`config.mk`:
```
export PLATFORM = sky130hd
export DESIGN_NAME = pbw_config
export DESIGN_NICKNAME = d
export VERILOG_FILES = /design/src/pbw_pkg.sv /design/src/pbw_config.sv /design/src/pbw_lock_timer.sv
export SDC_FILE = /design/constraint.sdc
export NUM_CORES = 1
export LEC_CHECK = 0
export BUFFER_PORTS_ARGS = -buffer_cell sky130_fd_sc_hd__buf_2
export CAP_MARGIN = 20
export CORE_UTILIZATION = 45
export CTS_BUF_LIST = sky130_fd_sc_hd__clkbuf_4
export DETAILED_ROUTE_END_ITERATION = 10
export GPL_ROUTABILITY_DRIVEN = 0
export PLACE_DENSITY = 0.79
export SYNTH_ARGS = -nofsm -noshare
export SYNTH_HDL_FRONTEND = slang
export SYNTH_SLANG_ARGS = --single-unit
```
`constraint.sdc`:
```
create_clock -name hclk -period 4.8 [get_ports hclk]
set_input_delay 0.48 -clock hclk [delete_from_list [all_inputs] [get_ports hclk]]
set_output_delay 0.48 -clock hclk [all_outputs]
set_load 0.1 [all_outputs]
```
`src/pbw_pkg.sv`:
```
// Package for the clock multiplier setup and bus wait configuration block.
// Assumes a 32-bit AHB-Lite register bus with one aligned word per register.
package pbw_pkg;

  // ****************************************************************
  // Register byte addresses
  // ****************************************************************
  localparam logic [7:0] PBW_UPPER_SELECT_CONTROL_ADDR = 8'hA0;
  localparam logic [7:0] PBW_PIN_SELECT_CONTROL_ADDR = 8'hF0;
  localparam logic [7:0] PBW_RELEASE_LEVEL_ADDR = 8'hF4;
  localparam logic [7:0] PBW_CLOCK_MULTIPLIER_SETUP_ADDR = 8'hF8;
  localparam logic [7:0] PBW_LOCK_STATUS_ADDR = 8'hFC;

  // ****************************************************************
  // Reset values and masks
  // ****************************************************************
  localparam logic [15:0] PBW_UPPER_SELECT_CONTROL_RST = 16'hF033;
  localparam logic [15:0] PBW_PIN_SELECT_CONTROL_RST = 16'h0000;
  localparam logic [15:0] PBW_CLOCK_MULTIPLIER_SETUP_RST = 16'h050F;
  localparam logic [15:0] PBW_SETUP_WRITE_MASK = 16'h0F1F;
  // Arbitrary neutral identification value.
  localparam logic [15:0] PBW_RELEASE_LEVEL_VALUE = 16'h1234;

  // ****************************************************************
  // Field positions
  // ****************************************************************
  localparam int PBW_PRE_DIVIDE_LSB = 10;
  localparam int PBW_POST_DIVIDE_LSB = 8;
  localparam int PBW_FEEDBACK_LSB = 0;
  localparam int PBW_WAIT_EXTEND_BIT = 3;
  localparam int PBW_WAIT_COUNT_LSB = 0;
  localparam int PBW_LATCH_STROBE_WAIT_BIT = 3;

  // ****************************************************************
  // Timing
  // ****************************************************************
  localparam int PBW_CLK_MHZ = 40;
  localparam int PBW_LOCK_TIME_NS = 1000;
  localparam int PBW_LOCK_CYCLES = (PBW_LOCK_TIME_NS * PBW_CLK_MHZ + 999) / 1000;
  localparam int PBW_BASE_BUS_STATES = 4;

  typedef enum logic [1:0] {
    PBW_RUN,
    PBW_WAIT_LOCK,
    PBW_SWITCH
  } pbw_lock_state_e;

endpackage : pbw_pkg

```
`src/pbw_config.sv`:
```
// Clock multiplier setup and bus wait configuration registers on AHB-Lite.
// Assumes hready from the single slave drives the bus and word-only accesses.
// How it works
// - The setup register sits at F8h and resets to 050Fh.
// - Setup bits 11 to 10 select divisor M of 1, 2, 3 or 4.
// - Setup bits 9 to 8 select divisor R of 1, 2, 4 or 8.
// - Setup bits 4 to 0 give multiplier N as the code plus one.
// - The clock equals the reference frequency times N over M times R.
// - A read-only release level register at F4h returns a fixed value.
// - The upper select control register sits at A0h and resets to F033h.
// - Bit 3 with bits 1-0 select 0, 1, 2, 3, 5, 7, 9 or 15 wait states.
// - The pin select control register sits at F0h and resets to 0000h.
// - Latch strobe wait bit 3 set adds one first bus state for five states.
`timescale 1ns/10ps
`default_nettype none
module pbw_config
  import pbw_pkg::*;
(
  input wire logic hclk,
  input wire logic hresetn,
  input wire logic hsel,
  input wire logic [7:0] haddr,
  input wire logic [1:0] htrans,
  input wire logic hwrite,
  input wire logic [2:0] hsize,
  input wire logic hready,
  input wire logic [31:0] hwdata,
  output logic [31:0] hrdata,
  output logic hreadyout,
  output logic hresp,
  output logic [2:0] pre_divide_m,
  output logic [3:0] post_divide_r,
  output logic [5:0] feedback_multiply_n,
  output logic clock_locked,
  output logic [3:0] upper_select_waits,
  output logic [2:0] bus_cycle_states
);
  import pbw_pkg::*;

  // ****************************************************************
  // Bus address phase capture
  // ****************************************************************
  logic wr_pend_q;
  logic [7:0] wr_addr_q;
  logic rd_valid;
  logic [15:0] upper_select_control_q;
  logic [15:0] pin_select_control_q;
  logic [15:0] clock_multiplier_setup_q;
  logic [15:0] active_setup_q;
  logic [15:0] rd_data;
  pbw_lock_state_e lock_state_q;
  logic lock_start;
  logic lock_done;
  logic [1:0] pre_code;
  logic [1:0] post_code;
  logic [4:0] fb_code;
  logic [2:0] wait_code;

  assign rd_valid = hsel && hready && htrans[1] && !hwrite;
  assign hreadyout = 1'b1;
  assign hresp = 1'b0;

  always_ff @(posedge hclk or negedge hresetn) begin
    if (!hresetn) begin
      wr_pend_q <= 1'b0;
      wr_addr_q <= 8'h00;
    end else begin
      wr_pend_q <= hsel && hready && htrans[1] && hwrite;
      wr_addr_q <= haddr;
    end
  end

  // ****************************************************************
  // Writable registers
  // ****************************************************************
  always_ff @(posedge hclk or negedge hresetn) begin
    if (!hresetn) begin
      upper_select_control_q <= PBW_UPPER_SELECT_CONTROL_RST;
    end else if (wr_pend_q && wr_addr_q == PBW_UPPER_SELECT_CONTROL_ADDR) begin
      upper_select_control_q <= hwdata[15:0];
    end
  end

  always_ff @(posedge hclk or negedge hresetn) begin
    if (!hresetn) begin
      pin_select_control_q <= PBW_PIN_SELECT_CONTROL_RST;
    end else if (wr_pend_q && wr_addr_q == PBW_PIN_SELECT_CONTROL_ADDR) begin
      pin_select_control_q <= hwdata[15:0];
    end
  end

  always_ff @(posedge hclk or negedge hresetn) begin
    if (!hresetn) begin
      clock_multiplier_setup_q <= PBW_CLOCK_MULTIPLIER_SETUP_RST;
    end else if (wr_pend_q && wr_addr_q == PBW_CLOCK_MULTIPLIER_SETUP_ADDR) begin
      clock_multiplier_setup_q <= hwdata[15:0] & PBW_SETUP_WRITE_MASK;
    end
  end

  assign lock_start = wr_pend_q && wr_addr_q == PBW_CLOCK_MULTIPLIER_SETUP_ADDR;

  // ****************************************************************
  // Lock sequencing
  // ****************************************************************
  pbw_lock_timer #(
    .CYCLES(PBW_LOCK_CYCLES)
  ) u_lock_timer (
    .hclk(hclk),
    .hresetn(hresetn),
    .start(lock_start),
    .done(lock_done)
  );

  always_ff @(posedge hclk or negedge hresetn) begin
    if (!hresetn) begin
      lock_state_q <= PBW_RUN;
    end else begin
      unique case (lock_state_q)
        PBW_RUN: begin
          if (lock_start) begin
            lock_state_q <= PBW_WAIT_LOCK;
          end
        end
        PBW_WAIT_LOCK: begin
          if (lock_start) begin
            lock_state_q <= PBW_WAIT_LOCK;
          end else if (lock_done) begin
            lock_state_q <= PBW_SWITCH;
          end
        end
        PBW_SWITCH: begin
          lock_state_q <= lock_start ? PBW_WAIT_LOCK : PBW_RUN;
        end
      endcase
    end
  end

  // The active divider set changes in a single edge, so no partial mix shows.
  always_ff @(posedge hclk or negedge hresetn) begin
    if (!hresetn) begin
      active_setup_q <= PBW_CLOCK_MULTIPLIER_SETUP_RST;
    end else if (lock_state_q == PBW_SWITCH) begin
      active_setup_q <= clock_multiplier_setup_q;
    end
  end

  assign clock_locked = (lock_state_q == PBW_RUN);

  // ****************************************************************
  // Divider decode
  // ****************************************************************
  assign pre_code = active_setup_q[PBW_PRE_DIVIDE_LSB +: 2];
  assign post_code = active_setup_q[PBW_POST_DIVIDE_LSB +: 2];
  assign fb_code = active_setup_q[PBW_FEEDBACK_LSB +: 5];

  // Output clock = reference * N / (M * R); software keeps it within limits.
  always_comb begin
    pre_divide_m = {1'b0, pre_code} + 3'd1;
    post_divide_r = 4'(4'd1 << post_code);
    feedback_multiply_n = {1'b0, fb_code} + 6'd1;
  end

  // ****************************************************************
  // Bus timing decode
  // ****************************************************************
  assign wait_code = {upper_select_control_q[PBW_WAIT_EXTEND_BIT],
                      upper_select_control_q[PBW_WAIT_COUNT_LSB +: 2]};

  always_comb begin
    unique case (wait_code)
      3'h0: upper_select_waits = 4'h0;
      3'h1: upper_select_waits = 4'h1;
      3'h2: upper_select_waits = 4'h2;
      3'h3: upper_select_waits = 4'h3;
      3'h4: upper_select_waits = 4'h5;
      3'h5: upper_select_waits = 4'h7;
      3'h6: upper_select_waits = 4'h9;
      3'h7: upper_select_waits = 4'hF;
    endcase
  end

  assign bus_cycle_states = 3'(PBW_BASE_BUS_STATES)
    + {2'b00, pin_select_control_q[PBW_LATCH_STROBE_WAIT_BIT]};

  // ****************************************************************
  // Read data
  // ****************************************************************
  always_comb begin
    unique case (haddr)
      PBW_UPPER_SELECT_CONTROL_ADDR: rd_data = upper_select_control_q;
      PBW_PIN_SELECT_CONTROL_ADDR: rd_data = pin_select_control_q;
      PBW_RELEASE_LEVEL_ADDR: rd_data = PBW_RELEASE_LEVEL_VALUE;
      PBW_CLOCK_MULTIPLIER_SETUP_ADDR: rd_data = clock_multiplier_setup_q;
      PBW_LOCK_STATUS_ADDR: rd_data = {15'h0000, clock_locked};
      default: rd_data = 16'h0000;
    endcase
  end

  always_ff @(posedge hclk or negedge hresetn) begin
    if (!hresetn) begin
      hrdata <= 32'h0000_0000;
    end else if (rd_valid) begin
      hrdata <= {16'h0000, rd_data};
    end
  end

endmodule // pbw_config
`default_nettype wire

```
`src/pbw_lock_timer.sv`:
```
// Lock settle timer for the clock multiplier.
// Assumes a single clock domain; start is a one-cycle pulse.
`timescale 1ns/10ps
`default_nettype none
module pbw_lock_timer #(
  parameter int CYCLES = 40
) (
  input wire logic hclk,
  input wire logic hresetn,
  input wire logic start,
  output logic done
);

  logic [15:0] count_q;
  logic busy_q;

  always_ff @(posedge hclk or negedge hresetn) begin
    if (!hresetn) begin
      count_q <= 16'h0000;
      busy_q <= 1'b0;
      done <= 1'b0;
    end else begin
      done <= 1'b0;
      if (start) begin
        count_q <= 16'(CYCLES - 1);
        busy_q <= 1'b1;
      end else if (busy_q) begin
        if (count_q == 16'h0000) begin
          busy_q <= 1'b0;
          done <= 1'b1;
        end else begin
          count_q <= count_q - 16'h0001;
        end
      end
    end
  end

endmodule // pbw_lock_timer
`default_nettype wire

```
==> results of run 1 <==
[sequential cells by signal (all words and copies together) (netlist names)]
signal,count
hrdata,16
pin_select_control_q,16
u_lock_timer.count_q,16
upper_select_control_q,16
active_setup_q,9
clock_multiplier_setup_q,9
wr_addr_q,8
lock_state_q,2
u_lock_timer.busy_q,1
u_lock_timer.done,1
wr_pend_q,1
[layer usage]
| layer | vias up | part of all wire | track usage |
|---|---|---|---|
| met3 | 7 | 0.047 | 0.0312 |
| met2 | 90 | 0.47 | 0.292 |
| met5 | - | 0 | 0 |
| met1 | 1725 | 0.47 | 0.273 |
| li1 | 1566 | - | - |
| met4 | 0 | 0.012 | 0.0704 |
[power breakdown]
part	total [W]	switching, W	internal (W)
clock	0.000393	0.000283	0.000111
sequential	0.000913	0.0000423	0.000871
combinational	0.00100	0.000835	0.000170
total	0.00231	0.00116	0.00115
[logic make-up (layout without fill, tap and decap cells)]
logic type / count (synthesis) / in the layout / share of synthesized area
AND/OR/NAND/NOR: 141 / 141 / 0.162
adder cells (fa/ha/maj): 6 / 6 / 0.0164
AO/OA/AOI/OAI: 73 / 73 / 0.101
XOR/XNOR: 3 / 3 / 0.00574
flip-flops: 95 / 95 / 0.525
multiplexers: 46 / 46 / 0.120
buffers and inverters: 54 / 98 / 0.0675
other: 2 / 20 / 0.00164
[worst reg2reg max path, stage by stage, from the launching register on]
cell and delay, ns:
dfrtp_1 0.42, nor4b_1 0.34, and3_1 0.81, mux2_2 0.42, a21oi_1 0.15
[layout by cell type, fill, tap and decap left out, types with 2 or more instances in the layout]
cell / instances
mux2i_1: 4
nor3b_1: 2
a21oi_1: 15
or3_1: 5
buf_2: 63
or4_1: 6
nor4b_1: 4
mux2_2: 32
and4_1: 3
o41ai_1: 2
a2bb2oi_1: 5
buf_4: 4
o31ai_1: 2
clkbuf_4: 9
and3_1: 3
nand2_1: 54
nand3_1: 10
nor2_1: 17
dfstp_2: 20
and2_1: 4
nand4_1: 5
clkinvlp_4: 4
nor4_1: 4
nand2b_1: 5
a22oi_1: 13
dfrtp_1: 75
mux2_4: 10
o21ai_0: 26
or4_4: 2
inv_1: 14
xnor2_1: 2
nor3_1: 7
nor2b_1: 3
ha_1: 6
o32ai_1: 3
conb_1: 20
[path summary, 6_finish.rpt]
check	from	to	slack (ns)	cells after the start
min reg2reg	clock_multiplier_setup_q[10]	clock_multiplier_setup_q[10]	0.49	2
max	active_setup_q[1]	feedback_multiply_n[4]	2.46	4
min in group asynchronous	hresetn	wr_addr_q[0]	0.52	2
max reg2reg	wr_addr_q[0]	lock_state_q[0]	2.58	4
max in group asynchronous	hresetn	lock_state_q[1]	3.21	3
min	haddr[0]	wr_addr_q[0]	0.18	1
[per-stage QoR]
step / std cells / hold WS [ns]
6_report: 615 / 0.184
5_1_grt: 615 / 0.158
4_1_cts: 615 / 0.161
3_5_place_dp: 598 / 0.468
3_3_place_gp: 598 / 0.456
2_1_floorplan: 438 / 0.184
[final cells by class]
cell class	count	area [sq um]	share of cell area
inverter	14	52.6	0.0104
multi-input combinational	289	1940	0.385
clock inverter	7	55.1	0.0109
timing repair buffer	68	355	0.0705
sequential	95	2400	0.477
tap	133	166	0.0330
clock buffer	9	67.6	0.0134
==> results.txt, run 1 <==
- Run status: complete, no violations
* DRT Wirelength: about 9600 um
- The Yosys step of the flow raised 0 warnings.
* Die height: 103 um
- Cts hold-fix bufs: 1
- Final global-route overflow total: 0
- Yosys reg bits: between 90 and 100
- CTS tree: yes
- ANT nets after route: 0
- WS Path Type: reg2out
* DIE AREA: between 10000 and 15000 sq um
- For this block, the initial DRC count from the detailed router was 170.
- Data arrives at the worst endpoint at 1.86 ns.
* Final worst clock skew: ~0.015 ns
* Global-route usage over all layers: 0.190
- Of the cells placed in the final design, the portion with a size suffix greater than 1 is 0.311.
- Cells after synthesis: 420
- The worst path meets setup with approximately 2.5 ns of slack.
- Total power divided by cell area: around 460 nW/um^2
- Number of instances resized during post-cts repair: 0
- Clock Sink Count: 95
- Initial antenna violation count: 0
- The floorplan has 36 rows.
- Part of the cycle the worst path needs: 0.488
- Worst hold path type: in2reg
* Pin count of the biggest net entering global routing: just under 60
- Chain of cells forming the critical path: ha_1, nand3_1, xnor2_1, buf_2
* Peak supply drop: roughly 0.76 mV
* Slew Limit Fails: 0
- The clock passes through at most 2 buffers.
- The via count of the first global-routing pass came to ~3100.
- Crit path max-delay cell type: dfstp_2
- In this run, synthesis inferred 0 flip-flops with an integrated enable.
- For the pin with the worst max-slew slack, the measured transition is about 0.90 ns.
- Distinct cell type count after synthesis: 53
- DR DRC count: 0
* Top cells by instance count after synthesis: dfrtp_1 (75), nand2_1 (54), mux2_2 (32)
- Once layout is complete, the utilization of the core stands at 0.513.
- Clock-pin slew was measured on the worst setup and hold paths at 0.15 ns.
* Via count: around 3400
- In this run the static leakage power is around 2.3 nW.
- For this run, the detailed router's first-pass iteration total came to 5.
- Before CTS, the worst setup slack after placement is around 2.6 ns.
- Library cell used as clock root buffer: clkbuf_4
* Post-synth design cell area: between 4000 and 5000 sq um
- Of the post-synthesis cell area, the dominant cell type holds 0.410.
- The initial utilization of the core area, before any placement, comes to 0.466.
- The first global-routing pass estimated approximately 15000 um of wire.
- WP data required: between 4 and 5 ns
- In this design, the stage delay of the slowest critical-path cell is ~0.57 ns.
- After routing, the total negative slack on setup checks comes to 0 ns.
- Leading post-synthesis cells by cell area: dfrtp_1 (41%), dfstp_2 (11%), mux2_2 (7.9%)
- Post-CTS timing repair inserted 0 buffers for setup.
- Summed over all instances, the cell type with the most area after synthesis is dfrtp_1.
- Placeable core region: 9820 sq um
- RSZ-0062 raised after global routing: no
- Minimum period implied by the final worst setup slack: 2.34 ns
- Among cell families on the critical path, the largest total delay comes from flip-flops.
* Insertion delay of the later-clocked pin in the worst-skew pair: about 0.44 ns
- Power Total: approximately 0.0023 W
- Sequential fraction of the synthesis area: 0.525
* Post-detailed-placement half-perimeter wirelength: 6680 um
- In the final routed layout, each cell accounts on average for around 16 um.
- Max-slew headroom: 0.398
- Max capacitance violation total: 0
- In this run the count of I/O pins placed on the die edge is around 110.
- Relative to the synthesized area, the layout overhead comes to 10.1%.
* Cell area reported after detailed placement: between 4000 and 5000 sq um
- Buffers placed on the I/O ports in this run total between 60 and 70.
* Final setup vio count: 0
- Dividing the synthesized area by the synthesized cell count gives 10.9 sq um.
- Net count reported at finish: roughly 530
* Peak Freq: about 430 MHz
- Fraction of registers with async set or reset after synthesis: 1.00
- Dominant synthesized flop cell: dfrtp_1
- Post-route cell area: 5040 sq um
- The H-tree generated during clock tree synthesis spans 3 levels.
- Number of buffers created by CTS: 9
- Along the worst path, the maximum fanout reaches 3.
- The worst setup path is launched from a register.
- Worst Setup End Kind: output port
* Via density: 5.51
* Filler Cell Count: between 900 and 1000
* Ant diodes: 0
* Bufs and invs on worst path: 1
- The hold violation count in the final report came to 0.
- Width of the die: just over 100 um
- Yosys instantiated no cell more often than dfrtp_1.
Note: power is estimated with default switching activity, not from simulation.
==> inputs of run 2 (changes only) <==
==> constraint.sdc (replaced) <==
create_clock -name hclk -period 2.4 [get_ports hclk]
set_input_delay 0.24 -clock hclk [delete_from_list [all_inputs] [get_ports hclk]]
set_output_delay 0.24 -clock hclk [all_outputs]
set_load 0.1 [all_outputs]
==> results.txt, run 2 (same netlist as run 1, synthesis figures left out) <==
- The global-route wire length before repair is 15400 um (was 15200 um).
* Ant diodes: 0 (unchanged)
* Peak supply drop: 1.18 mV (was 0.756 mV)
- The combinational share of power came to 0.440 (was 0.435).
* Insertion delay of the later-clocked pin in the worst-skew pair: 0.45 ns (was 0.44 ns)
* Clock slew at the register clock pins of the worst setup and hold paths: 0.15 ns (about the same)
- The switching power summed over all nets came to 0.00234 W (was 0.00116 W).
* Crit path max-delay cell type: dfstp_2 (unchanged)
- The reported leakage power came to 2.44 nW (was 2.33 nW).
- The highest metal layer with signal wires is met4 (unchanged).
- The data arrival time of the critical path was 1.89 ns (was 1.86 ns).
* Library cell used as clock root buffer: clkbuf_4 (unchanged)
* CP Max Fanout: 3 (unchanged)
- The number of buffers added by the clock tree synthesis step is 9 (unchanged).
- The critical path data required time was 2.16 ns (was 4.32 ns).
* Seq pwr share: 0.390 (was 0.395)
- The count of nets left with antenna violations after detail routing was 0 (unchanged).
- Drt wl/cell: 15.2 um (was 15.6 um)
- Starting density of the core: 0.466 (unchanged)
* Clock Sink Count: 95 (unchanged)
- The internal power contribution came to 0.00235 W (was 0.00115 W).
- The placed instance area was 4970 sq um (was 4910 sq um).
- Proportion of total power due to net switching: 0.500 (was 0.502)
* Global-route usage over all layers: 0.193 (was 0.190)
* Post-placement setup slack: 0.348 ns (was 2.57 ns)
- The worst stage delay on the critical path is 0.57 ns (about the same).
- DRT Wirelength: 9630 um (was 9570 um)
* Via count: 3375 (was 3388)
* Width of the die: 103 um (unchanged)
- The post-cts resize count was 0 (unchanged).
- RSZ-0062 raised after global routing: no (unchanged)
- Proportion of power drawn by the clock network: 0.171 (was 0.170)
- The count of TritonRoute iterations in the first routing pass is 4 (was 5).
* Placeable core region: 9820 sq um (unchanged)
- Via density: 5.32 (was 5.51)
- The via count of the first global-routing pass is 3169 (was 3078).
* Multi-input combinational cell area: 1960 sq um (was 1940 sq um)
* Run status: complete, no violations (unchanged)
- Flip-flop and latch area: 2400 sq um (unchanged)
* Slew Limit Fails: 0 (unchanged)
- The setup violation total in the final timing report is 0 (unchanged).
* Filler Cell Count: 870 (was 939)
* Bufs and invs on worst path: 1 (unchanged)
* Worst Setup End Kind: output port (unchanged)
- CTS tree: yes (unchanged)
* Final Hold Violating Endpoints: 0 (unchanged)
- Layout cell share with drive strength beyond 1: 0.313 (was 0.311)
* Metal1 wirelength: 4380 um (was 4480 um)
- The number of buffers on the longest clock path was 2 (unchanged).
- Summed negative setup slack over all endpoints: 0 ns (unchanged)
- The headroom to the max-slew limit is 0.558 (was 0.398).
* Post-route cell area: 5250 sq um (was 5040 sq um)
- Part of the cycle the worst path needs: 0.888
- The number of nets at the end of the flow was 552 (was 533).
- The element type at the critical path start is a register (unchanged).
- Smallest setup slack after layout: 0.269 ns (was 2.46 ns)
- The post-route clock skew is 0.0234 ns (was 0.0147 ns).
* Number of port buffers: 64 (unchanged)
- The HPWL after detailed placement was 6820 um (was 6680 um).
- Gate family responsible for the most delay along the worst path: flip-flops (unchanged)
- Power Total: 0.00469 W (was 0.00231 W)
- The height of the chip was 103 um (unchanged).
* Most used cells in the layout excluding fill and tap cells: dfrtp_1 (75), buf_2 (63), nand2_1 (54) (unchanged)
- Peak Freq: approximately 470 MHz
- Worst hold path type: in2reg (unchanged)
* Met3 WL: 510 um (was 452 um)
- Standard-cell rows: 36 (unchanged)
- Initial antenna violation count: 0 (unchanged)
- DIE AREA: 10600 sq um (unchanged)
- The power per cell area is 894 nW/um^2 (was 459 nW/um^2).
- Total length of routed met2 wires: 4550 um (was 4520 um)
* WS Path Type: reg2out (unchanged)
- DRT iter0 DRCs: 281 (was 170)
* Minimum period implied by the final worst setup slack: about 2.1 ns
- Layout-stage area growth over the synthesis result: 14.6% (was 10.1%)
- Total I/O pin count: 105 (unchanged)
* Htree depth: 3 (unchanged)
- The overflow left after global routing is 0 (unchanged).
- The worst-margin pin slew is 0.658 ns (was 0.903 ns).
- Chain of cells forming the critical path: ha_1, nand3_1, xnor2_2, buf_2 (was ha_1, nand3_1, xnor2_1, buf_2).
* Leading cell type in the layout, fill and taps excluded: dfrtp_1 (unchanged)
* Pin count of the biggest net entering global routing: 61 (was 59)
* DR DRC count: 0 (unchanged)
- Max capacitance violation total: 0 (unchanged)
- The worst hold slack came to 0.00884 ns (was 0.184 ns).
## run 2: changes by cell type in the layout (fill, tap and decap cells not counted), sizes merged
cell         previous run  this run
clkinvlp                4         1
dlygate4sd3             1        15
clkinv                  1         4
buf                    67        72
## run 2: metal layers
metal / global-route usage / up-vias
met5: 0 / -
met4: 0.0780 / 0
met3: 0.0231 / 16
met2: 0.304 / 108
met1: 0.273 / 1638
li1: - / 1613
## run 2: worst paths after layout
kind,from,endpoint,slack [ns],cells past startpoint
setup / recovery,active_setup_q[0],feedback_multiply_n[4],0.27,4
hold reg to reg,clock_multiplier_setup_q[10],clock_multiplier_setup_q[10],0.48,2
hold / removal,hwdata[10],clock_multiplier_setup_q[10],0.009,3
max in group asynchronous,hresetn,clock_multiplier_setup_q[1],1.41,3
min in group asynchronous,hresetn,pin_select_control_q[5],0.27,2
setup reg to reg,u_lock_timer.count_q[0],u_lock_timer.count_q[3],0.29,6
## run 2: repair_timing
action                    4_1_cts  5_1_grt
hold buffers                   14        1
buffers inserted                0        0
hold endpoints to repair       42        1
## run 2: cell type report
class                      instances  area share
sequential                        95       0.458
clock buffer                       9      0.0129
multi-input combinational        289       0.373
inverter                          14      0.0100
clock inverter                     7      0.0110
tap                              133      0.0317
timing repair buffer              87       0.104
## run 2: through the flow
step	utilization	std cells
final	0.534	634
after global routing	0.534	634
after CTS	0.533	633
after detailed placement	0.506	603
after global placement	0.506	603
after floorplan	-	438
## run 2: power by group through the flow
stage,sequential (W),combinational (W),clock [W]
final,0.00183,0.00206,0.000801
after floorplan,0.00184,0.00182,0
after global placement,0.00185,0.00202,0
after global routing,0.00185,0.00216,0.000880
after detailed placement,0.00186,0.00205,0
after CTS,0.00183,0.00207,0.000815
## run 2: tightest hold or removal path: stages
cell and delay, ns:
buf_2 0.13, nand2_1 0.06, nand2_1 0.04
==> inputs of run 3 (changes only) <==
--- a/config.mk
+++ b/config.mk
@@ -12,6 +12,7 @@
 export DETAILED_ROUTE_END_ITERATION = 10
 export GPL_ROUTABILITY_DRIVEN = 0
 export PLACE_DENSITY = 0.79
+export SETUP_SLACK_MARGIN = 0.4
 export SYNTH_ARGS = -nofsm -noshare
 export SYNTH_HDL_FRONTEND = slang
 export SYNTH_SLANG_ARGS = --single-unit
==> results.txt, run 3 (same netlist as run 1, synthesis figures left out) <==
- Part of the cycle the worst path needs: 0.828 (was 0.888)
- The sink count of the clock tree was 95 (unchanged).
- The largest fanout on the critical path came to 11 (was 3).
- The power per cell area is 912 nW/um^2 (was 894 nW/um^2).
- The critical path data required time came to 2.74 ns (was 2.16 ns).
- Pin count of the biggest net entering global routing: 50 (was 61)
- The effective utilization at floorplan came to 0.466 (unchanged).
* LEAKAGE: 2.48 nW (was 2.44 nW)
- Die height: 103 um (unchanged)
- Global-route usage over all layers: 0.196 (was 0.193)
- Final Hold Violating Endpoints: 0 (unchanged)
* Post-detailed-placement half-perimeter wirelength: 6940 um (was 6820 um)
- The final core area utilization is 0.545 (was 0.534).
- Library cell used as clock root buffer: clkbuf_4 (unchanged)
- The number of buffers added by the clock tree synthesis step is 9 (unchanged).
* Min-Delay Path Depth: 3 (unchanged)
- Vias in the first global route: 3219 (was 3169)
* Layout cell share with drive strength beyond 1: 0.334 (was 0.313)
- Non-filler instance count after layout: 636 (was 634)
- Initial antenna violation count: 0 (unchanged)
- The maximum level of the CTS H-tree came to 3 (unchanged).
- The number of DRC markers after the initial detailed-route iteration was 197 (was 281).
- The final-layout setup total negative slack is 0 ns (unchanged).
- Termination of the worst setup path: upper_select_control_q[11] (was feedback_multiply_n[4])
* Via count: 3405 (was 3375)
* Transition at the pin with the smallest max-transition slack: 0.639 ns (was 0.658 ns)
- The number of buffers on the longest clock path came to 2 (unchanged).
- RSZ-0062 raised after global routing: yes (was no)
- The family of cells with the greatest summed delay on the critical path was simple AND/OR/NAND/NOR gates (was flip-flops).
* Crit. path cell count: 4 (unchanged)
- The number of buffers and inverters on the critical path was 1 (unchanged).
- The count of nets left with antenna violations after detail routing is 0 (unchanged).
* Max capacitance violation total: 0 (unchanged)
* Launching element of the worst setup path: wr_addr_q[1] (was active_setup_q[0])
- Placeable core region: 9820 sq um (unchanged)
- The CTS tree was yes (unchanged).
- The area of the die came to 10600 sq um (unchanged).
* Detailed-routing iteration count for the pre-antenna-repair pass: 4 (unchanged)
- The logic depth of the worst register-to-register path is 4 (was 6).
- Drt wl/cell: 15.4 um (was 15.2 um)
* Final global-route overflow total: 0 (unchanged)
- Reg-to-Reg End: upper_select_control_q[11] (was u_lock_timer.count_q[3])
- DR DRC count: 0 (unchanged)
- Most used cells in the layout excluding fill and tap cells: dfrtp_1 (75), buf_2 (59), nand2_1 (54) (was dfrtp_1 (75), buf_2 (63), nand2_1 (54)).
- The worst stage delay on the critical path came to 0.55 ns (was 0.57 ns).
- Run status: complete, no violations (unchanged)
- The total length of routed wires is 9800 um (was 9630 um).
- The antenna diode instance count is 0 (unchanged).
* Post-route cell area: 5350 sq um (was 5250 sq um)
- The count of input and output buffers was 64 (unchanged).
- Final setup vio count: 0 (unchanged)
* Clock slew at the register clock pins of the worst setup and hold paths: 0.15 ns (about the same)
- The slowest cell on the critical path was or4_4 (was dfstp_2).
* Worst Setup End Kind: register (was output port)
- Cell area reported after detailed placement: 4990 sq um (was 4970 sq um)
* Data arrival time of the worst path: 2.33 ns (was 1.89 ns)
* Max-slew headroom: 0.574 (was 0.558)
- The number of standard-cell rows in the floorplan is 36 (unchanged).
- Peak Freq: 503 MHz (was 469 MHz)
- The critical path class was reg2reg (was reg2out).
- Source of the worst register-to-register timing path: wr_addr_q[1] (was u_lock_timer.count_q[0])
* Insertion delay of the later-clocked pin in the worst-skew pair: 0.44 ns (was 0.45 ns)
* Global-route wire length before repair: 15600 um (was 15400 um)
- The path class of the lowest-slack min-delay path is in2reg (unchanged).
* Setup slack, reg-to-reg: 0.41 ns (was 0.29 ns)
* Power Total: 0.00488 W (was 0.00469 W)
- Number of placed instances, taps included: 604 (was 603)
* Slew Limit Fails: 0 (unchanged)
- The average via count per standard cell came to 5.35 (was 5.32).
- The maximum VDD drop is 1.24 mV (was 1.18 mV).
- Width of the die: 103 um (unchanged)
- The I/O pin total came to 105 (unchanged).
* Net count reported at finish: 554 (was 552)
- The relative area change from synthesis to final layout was 16.8% (was 14.6%).
* Final worst clock skew: 0.0132 ns (was 0.0234 ns)
* Type of origin of the critical path: register (unchanged)
- Chain of cells forming the critical path: or4_4, or4_4, buf_12, mux2_4 (was ha_1, nand3_1, xnor2_2, buf_2).
- Minimum period implied by the final worst setup slack: 1.99 ns (was 2.13 ns)
- The most numerous cell type found on the critical path is or4_4.
* Leading cell type in the layout, fill and taps excluded: dfrtp_1 (unchanged)
run 3: final cells by class:
cell class | count | area (sq um)
clock inverters | 6 | 67.6
flip-flops and latches | 95 | 2400
fillers | 874 | 4470
multi-input cells | 289 | 2000
inverters | 14 | 52.6
well taps | 133 | 166
repair buffers | 89 | 588
clock buffers | 10 | 75.1
run 3: repair_timing:
item	CTS	global route
hold buffers	14	0
resized for setup	6	8
cloned	0	0
hold endpoints to repair	51	0
buffers inserted	2	0
endpoints found under the setup margin	24	27
run 3: per-stage QoR:
step           setup WS (ns)  hold WS (ns)
3_3_place_gp           0.410         0.288
4_1_cts                0.355       0.00495
2_1_floorplan          0.149       -0.0556
6_report               0.413        0.0297
3_5_place_dp           0.329         0.299
5_1_grt                0.309       0.00471
run 3: worst min-delay path by stage:
stage	from	endpoint	slack, ns
after floorplan	hresetn	active_setup_q[11]	-0.06
after global placement	hresetn	u_lock_timer.count_q[7]	0.29
after global routing	hwdata[4]	clock_multiplier_setup_q[4]	0.005
after CTS	hwdata[4]	clock_multiplier_setup_q[4]	0.005
after detailed placement	hresetn	u_lock_timer.count_q[8]	0.30
final	hwdata[4]	clock_multiplier_setup_q[4]	0.03
run 3: tightest hold or removal path, delay by kind of cell:
family | cells | cell delay, ns
buf+inv | 1 | 0.10
simple gates | 2 | 0.10
run 3: routing by layer:
layer	vias to the layer above	track usage	wire, um
met4	0	0.0834	147
met3	14	0.0258	681
li1	1598	-	-
met5	-	0	0
met2	132	0.308	4730
met1	1661	0.276	4240
run 3: report_power, final:
group | switching, W | internal (W)
combinational | 0.00170 | 0.000461
clock | 0.000539 | 0.000335
sequential | 0.000100 | 0.00174
